===== src/hdl/sds_pkg.sv =====
// Purpose: Shared constants for the serial-programmed synthesiser dividers
// Assumes: One system clock; all pins synchronous to it
// Notes: Register offsets are byte addresses on the AXI4-Lite slave
package sds_pkg;

  // ********************************************************
  // Word widths of the serial stream, edge count and bus address
  // ********************************************************
  localparam int SDS_SWAL_W = 7;
  localparam int SDS_MAIN_W = 10;
  localparam int SDS_BAND_W = 2;
  localparam int SDS_REF_W = 11;
  localparam int SDS_FULL_BITS = 30;
  localparam int SDS_CNT_W = 5;
  localparam int SDS_ADDR_W = 8;

  // ********************************************************
  // Register offsets
  // ********************************************************
  localparam logic [7:0] SDS_OFS_CTRL = 8'h00;
  localparam logic [7:0] SDS_OFS_STATUS = 8'h04;
  localparam logic [7:0] SDS_OFS_SWAL = 8'h08;
  localparam logic [7:0] SDS_OFS_MAIN = 8'h0c;
  localparam logic [7:0] SDS_OFS_BAND = 8'h10;
  localparam logic [7:0] SDS_OFS_REF = 8'h14;

  // ********************************************************
  // Field positions
  // ********************************************************
  localparam int SDS_CTRL_RUN_BIT = 0;
  localparam int SDS_ST_FULL_BIT = 8;
  localparam int SDS_ST_EN_BIT = 9;

  // ********************************************************
  // Reset values
  // ********************************************************
  localparam logic SDS_CTRL_RUN_RST = 1'b1;
  localparam logic [6:0] SDS_SWAL_RST = 7'h00;
  localparam logic [9:0] SDS_MAIN_RST = 10'h008;
  localparam logic [1:0] SDS_BAND_RST = 2'h0;
  localparam logic [10:0] SDS_REF_RST = 11'h003;

  // ********************************************************
  // Bus responses
  // ********************************************************
  localparam logic [1:0] SDS_RESP_OKAY = 2'h0;
  localparam logic [1:0] SDS_RESP_DECERR = 2'h3;

  // Commit sequence after an enable fall
  typedef enum logic [1:0] {
    SDS_LD_IDLE = 2'b00,
    SDS_LD_SYNC = 2'b01
  } sds_ld_state_t;

endpackage


===== src/hdl/sds_div.sv =====
// Purpose: Programmable down-counting divider with wrap pulse
// Assumes: tick is a one-cycle enable in the clk_sys domain
// Notes: Period is ratio ticks; restart reloads the ratio at once
`timescale 1ns/10ps
module sds_div #(
  parameter int WIDTH = 11
) (
  // Clock and reset
  input wire logic clk_sys,
  input wire logic rst_b,
  // Control
  input wire logic restart,
  input wire logic tick,
  input wire logic [WIDTH-1:0] ratio,
  // Status
  output logic [WIDTH-1:0] count,
  output logic wrap
);

  // ********************************************************
  // Counter
  // ********************************************************
  logic [WIDTH-1:0] cnt_reg;
  logic wrap_reg;

  // A one-bit counter cannot hold a ratio above one
  if (WIDTH < 2) begin : g_bad_width
    $error("sds_div: counter width must be at least 2");
  end

  // Count down, reload at one
  always_ff @(posedge clk_sys or negedge rst_b) begin
    if (!rst_b) begin
      cnt_reg <= '0;
      wrap_reg <= 1'b0;
    end else if (restart) begin
      cnt_reg <= ratio;
      wrap_reg <= 1'b0;
    end else if (tick) begin
      if (cnt_reg <= WIDTH'(1)) begin
        cnt_reg <= ratio;
        wrap_reg <= 1'b1;
      end else begin
        cnt_reg <= cnt_reg - WIDTH'(1);
        wrap_reg <= 1'b0;
      end
    end else begin
      wrap_reg <= 1'b0;
    end
  end

  assign count = cnt_reg;
  assign wrap = wrap_reg;

endmodule


===== src/hdl/sds_synth.sv =====
// Purpose: Serial load port, reference divider and dual-modulus counters
// Assumes: Serial pins, oscillator and prescaler inputs synchronous to clk_sys
// Notes: Registers on AXI4-Lite mirror the latched words and load state
// Notes on behaviour
// RULE_01: Data high means one, low means zero
// RULE_02: Stream order swallow, main, band, reference, MSB first
// RULE_03: Shift data on each serial clock fall
// RULE_04: Short load keeps reference latch unchanged
// RULE_05: Thirty edges also load the reference latch
// RULE_06: Data and clock ignored while enable low
// RULE_07: Enable fall latches words and resyncs dividers
// RULE_08: Modulus select low until swallow count done
// RULE_09: Then high until main count done, restart
// RULE_10: Swallow count programmable zero to 127
// RULE_11: Main count programmable eight to 1023
// RULE_12: Host keeps main count not below swallow
// RULE_13: Reference ratio 3 to 2047, then halved
// RULE_14: Band outputs show latched band word
// RULE_15: Host raises enable, clocks bits, drops enable
// RULE_16: Count serial falls, clear on enable rise
// RULE_17: Short load also latches the band word
//
// Implementation choices: the AXI4-Lite interface to the registers and the address map.
`timescale 1ns/10ps
module sds_synth
  import sds_pkg::*;
#(
  parameter int SWAL_W = sds_pkg::SDS_SWAL_W,
  parameter int MAIN_W = sds_pkg::SDS_MAIN_W,
  parameter int BAND_W = sds_pkg::SDS_BAND_W,
  parameter int REF_W = sds_pkg::SDS_REF_W
) (
  // Clock and reset
  input wire logic clk_sys,
  input wire logic rst_b,
  // Serial load port
  input wire logic ser_data,
  input wire logic ser_clk,
  input wire logic ser_enable,
  // Divider inputs
  input wire logic osc_in,
  input wire logic pres_in,
  // Divider outputs
  output logic prescaler_select_out,
  output logic ref_div_out,
  output logic main_div_out,
  output logic [BAND_W-1:0] band_out,
  // AXI4-Lite write channels
  input wire logic [sds_pkg::SDS_ADDR_W-1:0] s_axi_awaddr,
  input wire logic s_axi_awvalid,
  output logic s_axi_awready,
  input wire logic [31:0] s_axi_wdata,
  input wire logic [3:0] s_axi_wstrb,
  input wire logic s_axi_wvalid,
  output logic s_axi_wready,
  output logic [1:0] s_axi_bresp,
  output logic s_axi_bvalid,
  input wire logic s_axi_bready,
  // AXI4-Lite read channels
  input wire logic [sds_pkg::SDS_ADDR_W-1:0] s_axi_araddr,
  input wire logic s_axi_arvalid,
  output logic s_axi_arready,
  output logic [31:0] s_axi_rdata,
  output logic [1:0] s_axi_rresp,
  output logic s_axi_rvalid,
  input wire logic s_axi_rready
);
  import sds_pkg::*;

  localparam int PART_BITS = SWAL_W + MAIN_W + BAND_W;
  localparam int FULL_BITS = PART_BITS + REF_W;

  // Refuse widths the stream layout cannot serve
  if (FULL_BITS != SDS_FULL_BITS || SWAL_W > 31 || MAIN_W > 31 || REF_W > 31) begin : g_bad_width
    $error("sds_synth: word widths do not match the 30-bit stream");
  end

  // ********************************************************
  // Helpers
  // ********************************************************
  function automatic logic fell(input logic prev, input logic cur);
    fell = prev & ~cur;
  endfunction

  function automatic logic rose(input logic prev, input logic cur);
    rose = ~prev & cur;
  endfunction

  // ********************************************************
  // Edge detection of pins
  // ********************************************************
  logic ser_clk_d_reg;
  logic ser_en_d_reg;
  logic osc_d_reg;
  logic pres_d_reg;
  logic shift_en;
  logic en_rise;
  logic en_fall;
  logic run_reg;
  logic ref_tick;
  logic main_tick;

  // Previous pin levels
  always_ff @(posedge clk_sys or negedge rst_b) begin
    if (!rst_b) begin
      ser_clk_d_reg <= 1'b0;
      ser_en_d_reg <= 1'b0;
      osc_d_reg <= 1'b0;
      pres_d_reg <= 1'b0;
    end else begin
      ser_clk_d_reg <= ser_clk;
      ser_en_d_reg <= ser_enable;
      osc_d_reg <= osc_in;
      pres_d_reg <= pres_in;
    end
  end

  // Shifting gated by enable
  assign shift_en = fell(ser_clk_d_reg, ser_clk) & ser_enable; // RULE_06
  assign en_rise = rose(ser_en_d_reg, ser_enable);
  assign en_fall = fell(ser_en_d_reg, ser_enable);
  assign ref_tick = rose(osc_d_reg, osc_in) & run_reg;
  assign main_tick = rose(pres_d_reg, pres_in) & run_reg;

  // ********************************************************
  // Shift register and edge count
  // ********************************************************
  logic [FULL_BITS-1:0] shift_reg;
  logic [SDS_CNT_W-1:0] bit_cnt_reg;

  // Serial bit enters at the low end, MSB first
  always_ff @(posedge clk_sys or negedge rst_b) begin
    if (!rst_b) begin
      shift_reg <= '0;
    end else if (shift_en) begin
      shift_reg <= {shift_reg[FULL_BITS-2:0], ser_data}; // RULE_03 RULE_01
    end
  end

  // Saturating count of accepted clock falls
  always_ff @(posedge clk_sys or negedge rst_b) begin
    if (!rst_b) begin
      bit_cnt_reg <= '0;
    end else if (en_rise) begin
      bit_cnt_reg <= '0; // RULE_16
    end else if (shift_en && bit_cnt_reg != '1) begin
      bit_cnt_reg <= bit_cnt_reg + SDS_CNT_W'(1); // RULE_16
    end
  end

  // ********************************************************
  // Word selection and latches
  // ********************************************************
  logic full_load;
  logic [SWAL_W-1:0] swal_next;
  logic [MAIN_W-1:0] main_next;
  logic [BAND_W-1:0] band_next;
  logic [SWAL_W-1:0] swal_reg;
  logic [MAIN_W-1:0] main_reg;
  logic [BAND_W-1:0] band_reg;
  logic [REF_W-1:0] ref_reg;
  logic last_full_reg;

  assign full_load = bit_cnt_reg >= SDS_CNT_W'(FULL_BITS);

  // Word positions depend on how many bits went in
  always_comb begin
    if (full_load) begin
      swal_next = shift_reg[FULL_BITS-1 -: SWAL_W]; // RULE_02
      main_next = shift_reg[FULL_BITS-1-SWAL_W -: MAIN_W];
      band_next = shift_reg[REF_W+BAND_W-1 -: BAND_W];
    end else begin
      swal_next = shift_reg[PART_BITS-1 -: SWAL_W]; // RULE_02
      main_next = shift_reg[PART_BITS-1-SWAL_W -: MAIN_W];
      band_next = shift_reg[BAND_W-1:0];
    end
  end

  // Commit on enable fall
  always_ff @(posedge clk_sys or negedge rst_b) begin
    if (!rst_b) begin
      swal_reg <= SWAL_W'(SDS_SWAL_RST);
      main_reg <= MAIN_W'(SDS_MAIN_RST);
      band_reg <= BAND_W'(SDS_BAND_RST);
      ref_reg <= REF_W'(SDS_REF_RST);
      last_full_reg <= 1'b0;
    end else if (en_fall) begin
      swal_reg <= swal_next; // RULE_07 RULE_10
      main_reg <= main_next; // RULE_07 RULE_11
      band_reg <= band_next; // RULE_17 RULE_14
      last_full_reg <= full_load;
      if (full_load) begin // RULE_04
        ref_reg <= shift_reg[REF_W-1:0]; // RULE_05
      end
    end
  end

  assign band_out = band_reg; // RULE_14

  // ********************************************************
  // Resynchronisation after commit
  // ********************************************************
  sds_ld_state_t ld_state_reg;
  logic resync;

  // One cycle later the new ratios are in place
  always_ff @(posedge clk_sys or negedge rst_b) begin
    if (!rst_b) begin
      ld_state_reg <= SDS_LD_IDLE;
    end else begin
      case (ld_state_reg)
        SDS_LD_IDLE: begin
          if (en_fall) begin
            ld_state_reg <= SDS_LD_SYNC;
          end
        end
        SDS_LD_SYNC: begin
          ld_state_reg <= en_fall ? SDS_LD_SYNC : SDS_LD_IDLE;
        end
        default: begin
          ld_state_reg <= SDS_LD_IDLE;
        end
      endcase
    end
  end

  assign resync = ld_state_reg == SDS_LD_SYNC; // RULE_07

  // ********************************************************
  // Reference divider and divide-by-two
  // ********************************************************
  logic ref_wrap;
  logic ref_out_reg;

  sds_div #(.WIDTH(REF_W)) u_ref_div (
    .clk_sys(clk_sys),
    .rst_b(rst_b),
    .restart(resync),
    .tick(ref_tick),
    .ratio(ref_reg),
    .count(),
    .wrap(ref_wrap)
  );

  // Toggle halves the divided rate
  always_ff @(posedge clk_sys or negedge rst_b) begin
    if (!rst_b) begin
      ref_out_reg <= 1'b0;
    end else if (resync) begin
      ref_out_reg <= 1'b0; // RULE_07
    end else if (ref_wrap) begin
      ref_out_reg <= ~ref_out_reg; // RULE_13
    end
  end

  assign ref_div_out = ref_out_reg;

  // ********************************************************
  // Main and swallow counters
  // ********************************************************
  logic main_wrap;
  logic [MAIN_W-1:0] main_count;
  logic main_last;
  logic main_out_reg;
  logic [SWAL_W-1:0] swal_left_reg;
  logic mod_sel_reg;

  sds_div #(.WIDTH(MAIN_W)) u_main_div (
    .clk_sys(clk_sys),
    .rst_b(rst_b),
    .restart(resync),
    .tick(main_tick),
    .ratio(main_reg),
    .count(main_count),
    .wrap(main_wrap)
  );

  assign main_last = main_count <= MAIN_W'(1);

  // Main divider output, realigned with the reference
  always_ff @(posedge clk_sys or negedge rst_b) begin
    if (!rst_b) begin
      main_out_reg <= 1'b0;
    end else if (resync) begin
      main_out_reg <= 1'b0; // RULE_07
    end else if (main_wrap) begin
      main_out_reg <= ~main_out_reg;
    end
  end

  assign main_div_out = main_out_reg;

  // Swallow phase then main phase of each cycle
  always_ff @(posedge clk_sys or negedge rst_b) begin
    if (!rst_b) begin
      swal_left_reg <= '0;
      mod_sel_reg <= 1'b0;
    end else if (resync || (main_tick && main_last)) begin
      swal_left_reg <= swal_reg; // RULE_09
      mod_sel_reg <= swal_reg == '0; // RULE_08
    end else if (main_tick && swal_left_reg == SWAL_W'(1)) begin
      swal_left_reg <= '0;
      mod_sel_reg <= 1'b1; // RULE_09
    end else if (main_tick && swal_left_reg != '0) begin
      swal_left_reg <= swal_left_reg - SWAL_W'(1); // RULE_08
    end
  end

  assign prescaler_select_out = mod_sel_reg;

  // ********************************************************
  // AXI4-Lite slave
  // ********************************************************
  logic awready_reg;
  logic wready_reg;
  logic aw_got_reg;
  logic w_got_reg;
  logic [SDS_ADDR_W-1:0] waddr_reg;
  logic [31:0] wdata_reg;
  logic wstrb0_reg;
  logic bvalid_reg;
  logic [1:0] bresp_reg;
  logic arready_reg;
  logic rvalid_reg;
  logic [31:0] rdata_reg;
  logic [1:0] rresp_reg;
  logic wr_do;
  logic [31:0] rd_word;
  logic rd_hit;

  assign wr_do = aw_got_reg && w_got_reg && !bvalid_reg;

  // Write address capture
  always_ff @(posedge clk_sys or negedge rst_b) begin
    if (!rst_b) begin
      awready_reg <= 1'b0;
      aw_got_reg <= 1'b0;
      waddr_reg <= '0;
    end else if (s_axi_awvalid && awready_reg) begin
      awready_reg <= 1'b0;
      aw_got_reg <= 1'b1;
      waddr_reg <= s_axi_awaddr;
    end else if (wr_do) begin
      aw_got_reg <= 1'b0;
    end else if (!aw_got_reg && !bvalid_reg) begin
      awready_reg <= 1'b1;
    end
  end

  // Write data capture
  always_ff @(posedge clk_sys or negedge rst_b) begin
    if (!rst_b) begin
      wready_reg <= 1'b0;
      w_got_reg <= 1'b0;
      wdata_reg <= '0;
      wstrb0_reg <= 1'b0;
    end else if (s_axi_wvalid && wready_reg) begin
      wready_reg <= 1'b0;
      w_got_reg <= 1'b1;
      wdata_reg <= s_axi_wdata;
      wstrb0_reg <= s_axi_wstrb[0];
    end else if (wr_do) begin
      w_got_reg <= 1'b0;
    end else if (!w_got_reg && !bvalid_reg) begin
      wready_reg <= 1'b1;
    end
  end

  // Write response and control register
  always_ff @(posedge clk_sys or negedge rst_b) begin
    if (!rst_b) begin
      bvalid_reg <= 1'b0;
      bresp_reg <= SDS_RESP_OKAY;
      run_reg <= SDS_CTRL_RUN_RST;
    end else if (wr_do) begin
      bvalid_reg <= 1'b1;
      bresp_reg <= SDS_RESP_OKAY;
      if ({waddr_reg[SDS_ADDR_W-1:2], 2'b00} == SDS_OFS_CTRL) begin
        if (wstrb0_reg) begin
          run_reg <= wdata_reg[SDS_CTRL_RUN_BIT];
        end
      end else if ({waddr_reg[SDS_ADDR_W-1:2], 2'b00} > SDS_OFS_REF) begin
        bresp_reg <= SDS_RESP_DECERR;
      end
    end else if (bvalid_reg && s_axi_bready) begin
      bvalid_reg <= 1'b0;
    end
  end

  // Read decode
  always_comb begin
    rd_word = '0;
    rd_hit = 1'b1;
    case ({s_axi_araddr[SDS_ADDR_W-1:2], 2'b00})
      SDS_OFS_CTRL: rd_word[SDS_CTRL_RUN_BIT] = run_reg;
      SDS_OFS_STATUS: begin
        rd_word[SDS_CNT_W-1:0] = bit_cnt_reg;
        rd_word[SDS_ST_FULL_BIT] = last_full_reg;
        rd_word[SDS_ST_EN_BIT] = ser_en_d_reg;
      end
      SDS_OFS_SWAL: rd_word[SWAL_W-1:0] = swal_reg;
      SDS_OFS_MAIN: rd_word[MAIN_W-1:0] = main_reg;
      SDS_OFS_BAND: rd_word[BAND_W-1:0] = band_reg;
      SDS_OFS_REF: rd_word[REF_W-1:0] = ref_reg;
      default: rd_hit = 1'b0;
    endcase
  end

  // Read channel
  always_ff @(posedge clk_sys or negedge rst_b) begin
    if (!rst_b) begin
      arready_reg <= 1'b0;
      rvalid_reg <= 1'b0;
      rdata_reg <= '0;
      rresp_reg <= SDS_RESP_OKAY;
    end else if (s_axi_arvalid && arready_reg) begin
      arready_reg <= 1'b0;
      rvalid_reg <= 1'b1;
      rdata_reg <= rd_word;
      rresp_reg <= rd_hit ? SDS_RESP_OKAY : SDS_RESP_DECERR;
    end else if (rvalid_reg && s_axi_rready) begin
      rvalid_reg <= 1'b0;
      arready_reg <= 1'b1;
    end else if (!rvalid_reg) begin
      arready_reg <= 1'b1;
    end
  end

  assign s_axi_awready = awready_reg;
  assign s_axi_wready = wready_reg;
  assign s_axi_bvalid = bvalid_reg;
  assign s_axi_bresp = bresp_reg;
  assign s_axi_arready = arready_reg;
  assign s_axi_rvalid = rvalid_reg;
  assign s_axi_rdata = rdata_reg;
  assign s_axi_rresp = rresp_reg;

  // ********************************************************
  // Checks
  // ********************************************************
  a_shift_bit: // RULE_03
    assert property (@(posedge clk_sys) disable iff (!rst_b)
      shift_en |=> shift_reg[0] == $past(ser_data) && shift_reg[FULL_BITS-1:1] == $past(shift_reg[FULL_BITS-2:0]))
    else $error("serial bit not shifted on clock fall");

  a_idle_ignored: // RULE_06
    assert property (@(posedge clk_sys) disable iff (!rst_b)
      !ser_enable |=> $stable(shift_reg))
    else $error("shift register moved while enable low");

  a_count_clear: // RULE_16
    assert property (@(posedge clk_sys) disable iff (!rst_b)
      en_rise |=> bit_cnt_reg == '0)
    else $error("edge count not cleared on enable rise");

  a_partial_ref: // RULE_04
    assert property (@(posedge clk_sys) disable iff (!rst_b)
      en_fall && bit_cnt_reg < SDS_CNT_W'(FULL_BITS) |=> $stable(ref_reg))
    else $error("reference latch changed on short load");

  a_full_ref: // RULE_05
    assert property (@(posedge clk_sys) disable iff (!rst_b)
      en_fall && bit_cnt_reg >= SDS_CNT_W'(FULL_BITS) |=> ref_reg == $past(shift_reg[REF_W-1:0]))
    else $error("reference latch not loaded on full load");

  a_commit_words: // RULE_07
    assert property (@(posedge clk_sys) disable iff (!rst_b)
      en_fall |=> swal_reg == $past(swal_next) && main_reg == $past(main_next) && band_out == $past(band_next))
    else $error("words not committed on enable fall");

  a_resync_outs: // RULE_07
    assert property (@(posedge clk_sys) disable iff (!rst_b)
      en_fall |-> ##2 !ref_div_out && !main_div_out && swal_left_reg == swal_reg)
    else $error("dividers not realigned after commit");

  a_sel_low_start: // RULE_08
    assert property (@(posedge clk_sys) disable iff (!rst_b)
      main_tick && main_last && !resync && swal_reg != '0 |=> !prescaler_select_out)
    else $error("modulus select not low at cycle start");

  a_sel_high_after: // RULE_09
    assert property (@(posedge clk_sys) disable iff (!rst_b)
      main_tick && !main_last && !resync && swal_left_reg == SWAL_W'(1) |=> prescaler_select_out)
    else $error("modulus select not high after swallow phase");

  a_ref_half: // RULE_13
    assert property (@(posedge clk_sys) disable iff (!rst_b)
      ref_wrap && !resync |=> ref_div_out != $past(ref_div_out))
    else $error("reference output did not toggle on wrap");

endmodule


===== config.mk =====
export PLATFORM = sky130hd
export DESIGN_NAME = sds_synth
export DESIGN_NICKNAME = d
export VERILOG_FILES = /design/src/hdl/sds_pkg.sv /design/src/hdl/sds_div.sv /design/src/hdl/sds_synth.sv
export SDC_FILE = /design/constraint.sdc
export NUM_CORES = 1
export LEC_CHECK = 0
export ABC_AREA = 1
export BUFFER_PORTS_ARGS = -buffer_cell sky130_fd_sc_hd__buf_2
export CAP_MARGIN = 5
export CORE_MARGIN = 4
export CORE_UTILIZATION = 35
export DETAILED_ROUTE_END_ITERATION = 10
export GPL_TIMING_DRIVEN = 1
export PLACE_DENSITY = 0.6
export SETUP_SLACK_MARGIN = 0.3
export SLEW_MARGIN = 20
export SYNTH_ARGS = -nofsm -noshare
export SYNTH_HDL_FRONTEND = slang
export SYNTH_HIERARCHICAL = 1
export SYNTH_SLANG_ARGS = --single-unit

===== constraint.sdc =====
create_clock -name clk_sys -period 1.7 [get_ports clk_sys]
set_clock_uncertainty 0.05 [all_clocks]
set_input_delay 0.51 -clock clk_sys [delete_from_list [all_inputs] [get_ports clk_sys]]
set_output_delay 0.51 -clock clk_sys [all_outputs]
set_load 0.01 [all_outputs]

* Word level (Yosys, flattened, before mapping)
Index checks and enable logic that the tools add are counted.
Cells by class: divide/modulo/power cells 0, bitwise operators 15, reduce and logical (&&, ||, !) cells 40, shifts and indexed selects 0, order comparisons 4, eq/ne operators 12, add/sub/neg operators 4, muxes and demuxes 56, multiply operators 0
Operator list (number):
- 10-bit 2-to-1 mux | 4
- 11-bit 2-to-1 mux | 3
- 1-bit 2-to-1 mux | 31
- 7-bit 2-to-1 mux | 4
- 2-bit nonzero test | 12
- 1-bit logical AND | 13
- 6-bit by 2-bit equality test with 1-bit output (second input constant) | 2
- 6-bit by 3-bit equality test with 1-bit output (second input constant) | 2
- 6-bit zero test | 2
- 2-bit case mux with 3 select lines | 2
- 3-bit case mux with 4 select lines | 1
- 11-bit by 1-bit <= comparator with 1-bit output (second input constant) | 1
- 11-bit by 1-bit subtractor with 11-bit output (second input constant) | 1
- 10-bit by 1-bit <= comparator with 1-bit output (second input constant) | 1
- 2-bit 2-to-1 mux | 5
- 5-bit 2-to-1 mux | 2
- 10-bit by 1-bit subtractor with 10-bit output (second input constant) | 1
- 1-bit bitwise AND | 8
- 8-bit by 5-bit greater-than comparator with 1-bit output (second input constant) | 1
- 7-bit by 1-bit equality test with 1-bit output (second input constant) | 1
- 7-bit zero test | 1
- 1-bit inverter | 7
- 7-bit nonzero test | 1
- 7-bit by 1-bit subtractor with 7-bit output (second input constant) | 1
- 19 further kinds | 24
Storage, ports and cells: logic and storage cells 165, latch bits 0, output and inout port bits 46, bits of input ports 64, bits in read-only memories 0, memory bits (writable) 0, register bits after elaboration 138, memories kept 0

* Longest topological paths before layout
Gate-level depths: netlist of run 1.
word-level depth 7, mapped depth 11, gate-level depth less buffers 11

* Modules after synthesis
Netlist of run 1, hierarchy kept.
Modules (own cells, without submodules):
- sds_synth | area an instance 5343.9 um2, instances 1, cells an instance 641, seq. area each 2757.6 um2
- sds_div (u_ref_div) | area an instance 940.9 um2, instances 1, cells an instance 147, seq. area each 300.3 um2
- sds_div (u_main_div) | area an instance 868.3 um2, instances 1, cells an instance 131, seq. area each 275.3 um2

* Worst setup path before layout of run 1
No wires, ideal clock.
kind flip-flop to flip-flop, start point register u_main_div.cnt_reg[0] (netlist: u_main_div/count[0]), end point register u_main_div.cnt_reg[5] (netlist: u_main_div/count[5]), cell stages (with the launch flop) 9, data arrival time 1.347 ns, clock period less this slack 1.514 ns, setup time 0.117 ns, required time 1.533 ns, path buffers 1, setup slack 0.186 ns, cells stage by stage dfrtp_1 inv_1 ha_1 o21ai_2 o21bai_4 buf_6 o21ai_1 nand2_1 nand2_1
On the way: longest elaborated chain between the ends 4, elaborated cells between the ends (all ways) 5, those cells by class add/sub: 1; order compare: 1; mux: 3
Ends and longest elaborated chain:
- start: declaration | RTL line sds_div.sv:23 | logic [WIDTH-1:0] cnt_reg;
- start signal: assignment | RTL line sds_div.sv:37 | cnt_reg <= ratio;
- start signal: assignment | RTL line sds_div.sv:41 | cnt_reg <= ratio;
- start signal: assignment | RTL line sds_div.sv:44 | cnt_reg <= cnt_reg - WIDTH'(1);
- 10-bit by 1-bit subtractor with 10-bit output or 10-bit by 1-bit <= comparator with 1-bit output (tied branches) | RTL line sds_div.sv:44, sds_div.sv:40
- 10-bit 2-to-1 mux (*) | RTL line sds_div.sv:40 | if (cnt_reg <= WIDTH'(1)) begin
- 10-bit 2-to-1 mux (*) | RTL line sds_div.sv:39 | end else if (tick) begin
- 10-bit 2-to-1 mux (*) | RTL line sds_div.sv:36 | end else if (restart) begin
Every way passes the cells marked *; elsewhere a longest branch is shown, timed or not. The select of a mux whose other input is x is not followed. A chain may end at the register's enable or synchronous reset.

* Worst setup path in the final report of run 1
start point register run_reg, end point register u_ref_div.cnt_reg[7] (netlist: u_ref_div/count[7])
On the way: longest elaborated chain between the ends 2
Ends and longest elaborated chain:
- start: declaration | RTL line sds_synth.sv:99 | logic run_reg;
- start signal: assignment | RTL line sds_synth.sv:380 | run_reg <= wdata_reg[SDS_CTRL_RUN_BIT];
- 1-bit bitwise AND | RTL line sds_synth.sv:122 | assign ref_tick = rose(osc_d_reg, osc_in) & run_reg;
- via ref_tick | RTL line sds_synth.sv:100 | logic ref_tick;
- 2-bit nonzero test (no source line)
- end signal: assignment | RTL line sds_div.sv:37
- end signal: assignment | RTL line sds_div.sv:41
- end signal: assignment | RTL line sds_div.sv:44
- end: declaration | RTL line sds_div.sv:23
The timed path passes the listed nets, and every way through them passes these cells.

==> flow_summary.ini, run 1 <==
[synth]
synth-edff-count = 0
ys_seq_elements = 133
async_reset_ff_share_pct = 100.0
synth.avg_cell_area_um2 = 7.784
synth-warning-count = 6
ys_seq_area_share_pct = 46.60
yosysUniqueCellTypes = 40
syn_inst = 919
netlist_area_um2 = 7153
synth_top_flop_cell = dfrtp_1

[die]
dieWidth_um = 151.0
rows = 52
initial_utilization_pct = 35.47
fp.dieH_um = 151.0
dieArea_um2 = 22790
ioPinCount = 110
core_um2 = 20170

[place]
portBuffers = 50
routabilityCongestion = 0.8170
hpwl_mm = 13.04

[clocking]
cts_buffers = 17
clock_sinks = 133
cts_max_path_buffers = 2
h-tree-depth = 4
clockRootBuffer = clkbuf_16
clk_pin_slew_worst_paths_ns = 0.06
worstSkewPairLatency_ns = 0.43
cts_tree = yes

[layout]
largest_register_ff_count = 30
final_cell_mix = nand2_1, dfrtp_1, buf_4
layout_commonest_cell = nand2_1
fin_util_pct = 50.76
regArea_um2 = 3348
drive_gt1_share_pct = 37.86
syn_to_final_growth_pct = 43.13
nFillCells = 1823
diodes = 0
multiInputGateArea_um2 = 3933
nets = 1165

[power_and_ir_drop]
power.internal_w = 0.008713
peakVddDrop_mv = 0.5654
p_seq_share_pct = 34.8
p_sw_share_pct = 36.68
p_clk_share_pct = 28.8
p_switching_w = 0.005047
power_leakage_nw = 5.028
p_per_area_nw_per_um2 = 1344
combPwrFrac_pct = 36.4
power_w = 0.01376

[worst_setup_path]
crit_path_end_kind = register
crit_required_ns = 1.96
max_stage_delay_ns = 0.41
rrSetupSlack_ns = 0.14
cp_top_family = buffers and inverters
r2r-start = run_reg
r2r_cells = 8
crit_arrival_ns = 1.82
timing_worst_setup_path_type = register to register
start_kind = register
worst_path_most_repeated_cell = nor2_4
crit_fanout = 6
path_buf_inv = 3
worstPathCellList = buf_4 > buf_6 > nand2_4 > nor2_4 > nor2_4 > clkinvlp_4 > nand3_1 > nand2_1
regToRegEndpoint = u_ref_div/count[7]
slowest_stage = dfstp_2

[timing]
period_needed_ns = 1.563
setup_violations = 0
rsz0062_at_grt = yes
setup_tns_ns = 0
report.final.slew_viol_count = 0
finalCritPeriodShare_pct = 91.96
finalHoldViolCount = 0
fin_hold_ws_ns = 0.1818
max_freq_ghz = 0.6397

[detailed_routing]
first_pass_iters = 4
drt_iter0_markers = 461
post_drt_wl_per_cell_um = 14.69
wl_mm = 20.18
vias = 6602
vias_per_cell = 4.805
drc = 0
antenna_left = 0

[global_route]
antenna_found_initial = 0
track_usage_pct = 17.74
grt_pass1_wl_mm = 31.88
gr-total-overflow = 0
grt_max_degree = 40
grt_pass1_vias = 6398

[job]
max_cap_viol_count = 0

[run_status]
status = complete, no violations

[hold_path]
hold_depth = 1
hold_end = ser_clk_d_reg
hold_path.startpoint = ser_clk
hold_class = input pin to register
-- worst register-to-register path, delay by kind of cell, from the launching register on --
family | cells | cell delay (ns)
buf+inv | 3 | 0.51
flops | 1 | 0.41
simple gates | 5 | 0.49
-- worst max-delay path by stage --
| stage | slack, ns | startpoint | end | cells past startpoint |
|---|---|---|---|---|
| after global routing | 0.06 | u_main_div/count[1] | u_main_div/count[0] | 10 |
| after floorplan | 0.30 | u_main_div/count[0] | u_main_div/count[5] | 8 |
| after CTS | 0.14 | band_out[0] | band_out[0] | 1 |
| after global placement | -0.03 | ser_enable | shift_reg[13] | 6 |
| final | 0.14 | run_reg | u_ref_div/count[7] | 8 |
| after detailed placement | -0.07 | ser_enable | shift_reg[15] | 6 |
-- Yosys cell counts (10+ instances only) --
cell type,n,share of area (%)
a21oi_1,15,1.0
buf_4,25,2.6
dfrtp_1,129,45
ha_1,10,1.7
inv_1,102,5.4
nand2_1,292,15
nand2_2,13,1.1
nand3_1,62,4.3
nand4_1,12,1.0
nor2_1,75,3.9
nor2_2,17,1.5
o21ai_0,52,3.6
o21ai_1,14,0.98
o22ai_1,11,0.96
-- layout make-up --
type	instances	share of cell area, %
multi-input cells	654	38.41
flip-flops and latches	133	32.70
repair buffers	174	14.86
clock buffers	20	4.460
inverters	106	4.179
well taps	270	3.300
clock inverters	12	1.723
repair inverters	5	0.3666
-- logic make-up (layout without fill, tap and decap cells) --
family | after synthesis | after routing | synth area share, %
adders and majority gates | 10 | 10 | 1.749
muxes | 7 | 7 | 1.102
other | 1 | 21 | 0.05242
DFF | 133 | 133 | 46.60
and+or+nand+nor | 497 | 499 | 30.80
buffers and inverters | 154 | 317 | 10.09
AOI/OAI and AO/OA | 108 | 108 | 8.501
xor gates and xnor gates | 9 | 9 | 1.102
-- stage by stage --
stage | area (um^2) | std cells | worst slack [ns]
after floorplan | 7256 | 939 | 0.2986
after detailed placement | 7904 | 1251 | -0.06525
after global routing | 10240 | 1374 | 0.06493
final | 10240 | 1374 | 0.1367
after global placement | 7904 | 1251 | -0.02813
after CTS | 9587 | 1347 | 0.1381
-- power by group through the flow --
stage,logic [W],registers (W),clock network [W]
finish,0.00501,0.00479,0.00396
floorplan,0.00272,0.00459,0
CTS,0.00442,0.00474,0.00402
global route,0.00558,0.00488,0.00416
global placement,0.00353,0.00475,0
detailed placement,0.00358,0.00476,0
-- layer usage --
layer | share of wire, % | track usage, %
met4 | 2.2 | 5.938
met5 | 0 | 0
met2 | 50 | 28.96
met3 | 3.9 | 3.890
met1 | 44 | 23.43
-- timing repair --
action	CTS	global route
hold buffers	1	0
pin swaps	46	60
resized for setup	147	103
cloned	11	5
setup buffers	52	22
endpoints found under the hold margin	26	0
endpoints found under the setup margin	91	110
(Power assumes the default switching activity.)
==> run 2: changes to the inputs <==
- CORE_UTILIZATION: 35 -> 52
- PLACE_DENSITY: 0.6 -> 0.83
- clock period: 1.7 -> 1.4 ns (I/O delays scaled with it)
==> flow_summary.ini, run 2 (synthesized netlist as in run 1, its figures left out) <==
[worst_setup_path]
timing_worst_setup_path_type = register to register
crit_path_end_kind = register
cp.depth = 9
cp-startpoint = bit_cnt_reg[0]
crit_required_ns = 1.63
path_buf_inv = 4
max_stage_delay_ns = 0.59
r2r_cells = 9
cp_top_family = compound AO/OA/AOI/OAI gates
r2r-start = bit_cnt_reg[0]
start_kind = register
crit_arrival_ns = 2.36
slowest_stage = a31oi_1
worst_path_most_repeated_cell = nor2_4
worstPathCellList = inv_2 > ha_4 > nor2_4 > nor2_4 > buf_6 > buf_8 > inv_8 > nand2_2 > a31oi_1
crit_fanout = 5

[detailed_routing]
vias_per_cell = 6.740
first_pass_iters = 11
wl_mm = 36.66
antenna_left = 0
post_drt_wl_per_cell_um = 27.48
vias = 8991
drt_iter0_markers = 1758
drc = 1

[layout]
nets = 1219
fin_util_pct = 84.57
diodes = 0
layout_commonest_cell = nand2_1
drive_gt1_share_pct = 51.04
nFillCells = 592
stdcell_area_um2 = 11290
syn_to_final_growth_pct = 57.81
final_cell_mix = nand2_1, buf_4, dfrtp_1
largest_register_ff_count = 30

[die]
dieArea_um2 = 15700
fp.dieH_um = 125.3
dieWidth_um = 125.3
core_um2 = 13350
initial_utilization_pct = 53.59
ioPinCount = 110
rows = 42

[timing]
rsz0062_at_grt = yes
tightestPinTransition_ns = 0.6946
fin_hold_ws_ns = 0.07274
period_needed_ns = 2.134
report.final.slew_viol_count = 0
finalHoldViolCount = 0
setup_violations = 94
max_freq_ghz = 0.4685
finalCritPeriodShare_pct = 152.5
fin_ws_ns = -0.7345
slew_headroom_pct = 53.48

[clocking]
h-tree-depth = 4
worstSkewPairLatency_ns = 0.46
cts_tree = yes
cts_buffers = 17
cts_max_path_buffers = 2
clk_pin_slew_worst_paths_ns = 0.06
clock_sinks = 133
clockRootBuffer = clkbuf_16

[place]
routabilityCongestion = 0.8980
place_ws_ns = -0.2223
dpl_cell_area_um2 = 8407
hpwl_mm = 12.87
portBuffers = 50

[power_and_ir_drop]
p_per_area_nw_per_um2 = 1717
power_leakage_nw = 5.676
power_w = 0.01938
peakVddDrop_mv = 1.392

[hold_path]
hold_path.startpoint = ser_clk
hold_class = input pin to register
hold_depth = 1

[run_status]
status = finished, violations left
violations = design-rule violations, negative setup slack

[global_route]
antenna_found_initial = 1
grt_max_degree = 49
grt_pass1_wl_mm = 39.40
grt_pass1_vias = 7593
track_usage_pct = 31.66
gr-total-overflow = 0

[job]
max_cap_viol_count = 0
## run 2: metrics by stage
| step | TNS (ns) | std cells |
|---|---|---|
| after global routing | -22.40 | 1334 |
| after detailed placement | -7.099 | 1210 |
| final | -21.58 | 1334 |
| after floorplan | 0 | 939 |
| after global placement | -4.379 | 1210 |
| after CTS | -6.474 | 1293 |
## run 2: path summary, 6_finish.rpt
path	to	slack (ns)
max	main_reg[3]	-0.73
min	ser_clk_d_reg	0.07
max reg2reg	main_reg[3]	-0.73
min reg2reg	ref_div_out	0.41
max in group asynchronous	u_main_div/count[0]	0.42
min in group asynchronous	last_full_reg	0.31
## run 2: layout make-up
type | count | area, um^2 | area share, %
multi-input cells | 653 | 4567 | 40.46
inverters | 106 | 478.0 | 4.234
repair inverters | 3 | 30.03 | 0.2660
repair buffers | 231 | 2082 | 18.44
well taps | 176 | 220.2 | 1.951
clock buffers | 24 | 461.7 | 4.090
flip-flops and latches | 133 | 3346 | 29.64
clock inverters | 8 | 103.9 | 0.9200
## run 2: metal layers
metal	vias up	routed length, um	track usage [%]
li1	3331	-	-
met3	482	5833	8.316
met5	-	13	0
met2	1079	15210	51.34
met4	2	4401	18.11
met1	4097	11200	38.34
## run 2: power breakdown
part	internal (W)	leakage [nW]	switching, W	total (W)
clock	0.00267	0.261	0.00191	0.00458
sequential	0.00477	1.66	0.00131	0.00608
combinational	0.00358	3.76	0.00514	0.00872
## run 2: timing repair
item | 4_1_cts | 5_1_grt
pin swaps | 72 | 76
setup buffers | 41 | 35
cloned | 9 | 6
endpoints found under the setup margin | 129 | 146
hold buffers | 1 | 0
hold endpoints to repair | 12 | 0
resized for setup | 151 | 277
==> run 3: changes to the inputs <==
- PLACE_DENSITY: 0.83 -> 0.78
==> flow_summary.ini, run 3 (synthesized netlist as in run 1, its figures left out) <==
[timing]
rsz0062_at_grt = yes
finalHoldViolCount = 0
report.final.slew_viol_count = 0
finalCritPeriodShare_pct = 121.9
setup_violations = 91
max_freq_ghz = 0.5861
period_needed_ns = 1.706
fin_ws_ns = -0.3062

[power_and_ir_drop]
p_clk_share_pct = 24.5
p_sw_share_pct = 40.60
peakVddDrop_mv = 1.101
p_seq_share_pct = 31.9
p_switching_w = 0.007434
combPwrFrac_pct = 43.6
p_per_area_nw_per_um2 = 1655
power_w = 0.01831
power.internal_w = 0.01088
power_leakage_nw = 5.524

[clocking]
cts_max_path_buffers = 2
clockRootBuffer = clkbuf_16
cts_buffers = 17
worstSkewPairLatency_ns = 0.44
cts_tree = yes
h-tree-depth = 4
clock_sinks = 133
clk_pin_slew_worst_paths_ns = 0.07

[global_route]
gr-total-overflow = 0
antenna_found_initial = 0
grt_max_degree = 75
grt_pass1_vias = 6903
track_usage_pct = 27.95
grt_pass1_wl_mm = 35.10

[layout]
nFillCells = 604
largest_register_ff_count = 30
layout_commonest_cell = nand2_1
drive_gt1_share_pct = 46.83
final_cells = 1329
nets = 1214
final_cell_mix = nand2_1, dfrtp_1, buf_4
fin_util_pct = 82.91
syn_to_final_growth_pct = 54.71
diodes = 0

[detailed_routing]
wl_mm = 29.36
vias_per_cell = 6.157
drt_iter0_markers = 1350
first_pass_iters = 11
antenna_left = 0
drc = 9
vias = 8183
post_drt_wl_per_cell_um = 22.09

[worst_setup_path]
crit_path_end_kind = register
r2r-start = run_reg
crit_required_ns = 1.70
slowest_stage = dfstp_2
rrSetupSlack_ns = -0.31
start_kind = register
path_buf_inv = 5
regToRegEndpoint = s_axi_rdata[0]
max_stage_delay_ns = 0.64
cp_top_family = flip-flops
r2r_cells = 9
crit_fanout = 4
worstPathCellList = buf_4 > buf_6 > buf_6 > buf_6 > buf_6 > nand2_1 > nand2_2 > nor2_1 > a21oi_1
crit_arrival_ns = 2.00
timing_worst_setup_path_type = register to register
worst_path_most_repeated_cell = buf_6

[hold_path]
hold_depth = 1
hold_class = input pin to register
hold_end = osc_d_reg
hold_path.startpoint = osc_in

[place]
routabilityCongestion = 0.8875
hpwl_mm = 12.74
dpl.cell_count = 1208
portBuffers = 50
place_ws_ns = -0.2127

[die]
rows = 42
ioPinCount = 110
initial_utilization_pct = 53.59
fp.dieH_um = 125.3
dieArea_um2 = 15700
dieWidth_um = 125.3
core_um2 = 13350

[run_status]
status = finished, violations left
violations = design-rule violations, negative setup slack

[job]
max_cap_viol_count = 0
[run 3: timing repair]
action	CTS	global route
endpoints found under the setup margin	126	140
gates resized for setup	132	204
cloned	8	11
hold endpoints to repair	77	0
hold buffers	1	0
setup buffers	39	30
pin swaps	42	49
[run 3: power by group through the flow]
stage          clock network, W  registers (W)  logic, W
4_1_cts                 0.00438        0.00561   0.00631
3_3_place_gp                  0        0.00561   0.00534
6_report                0.00448        0.00584   0.00799
2_1_floorplan                 0        0.00560   0.00348
3_5_place_dp                  0        0.00563   0.00551
5_1_grt                 0.00466        0.00591   0.00849
[run 3: per-stage QoR]
stage,cell area (um^2),hold WS [ns],setup TNS (ns)
detailed placement,8379,0.3414,-7.394
finish,11070,0.07363,-13.33
global placement,8379,0.3363,-5.467
global route,11070,0.07034,-17.49
floorplan,7511,0.07441,0
CTS,9844,0.07321,-6.306
[run 3: worst max path at each step]
stage | cells after the start | from | end
final | 9 | run_reg | s_axi_rdata[0]
after global routing | 11 | swal_left_reg[1] | swal_left_reg[2]
after CTS | 9 | run_reg | swal_left_reg[5]
after detailed placement | 8 | bit_cnt_reg[0] | main_reg[2]
after global placement | 7 | s_axi_araddr[3] | s_axi_rdata[0]
after floorplan | 8 | u_main_div/count[1] | u_main_div/count[9]
[run 3: area by class of cell]
class | count | area, um^2 | share of cell area [%]
multi-input cells | 653 | 4312 | 38.96
repair buffers | 225 | 2128 | 19.23
repair inverters | 4 | 43.79 | 0.3957
flip-flops and latches | 133 | 3337 | 30.15
clock buffers | 20 | 436.7 | 3.946
clock inverters | 12 | 130.1 | 1.176
inverters | 106 | 459.2 | 4.149
well taps | 176 | 220.2 | 1.990
[run 3: per-layer routing]
| layer | GRT usage [%] | vias up | wire (um) |
|---|---|---|---|
| li1 | - | 3324 | - |
| met1 | 35.61 | 3843 | 10210 |
| met2 | 46.54 | 758 | 13530 |
| met3 | 6.525 | 258 | 3171 |
| met4 | 10.78 | 0 | 2452 |
| met5 | 0 | - | 0 |
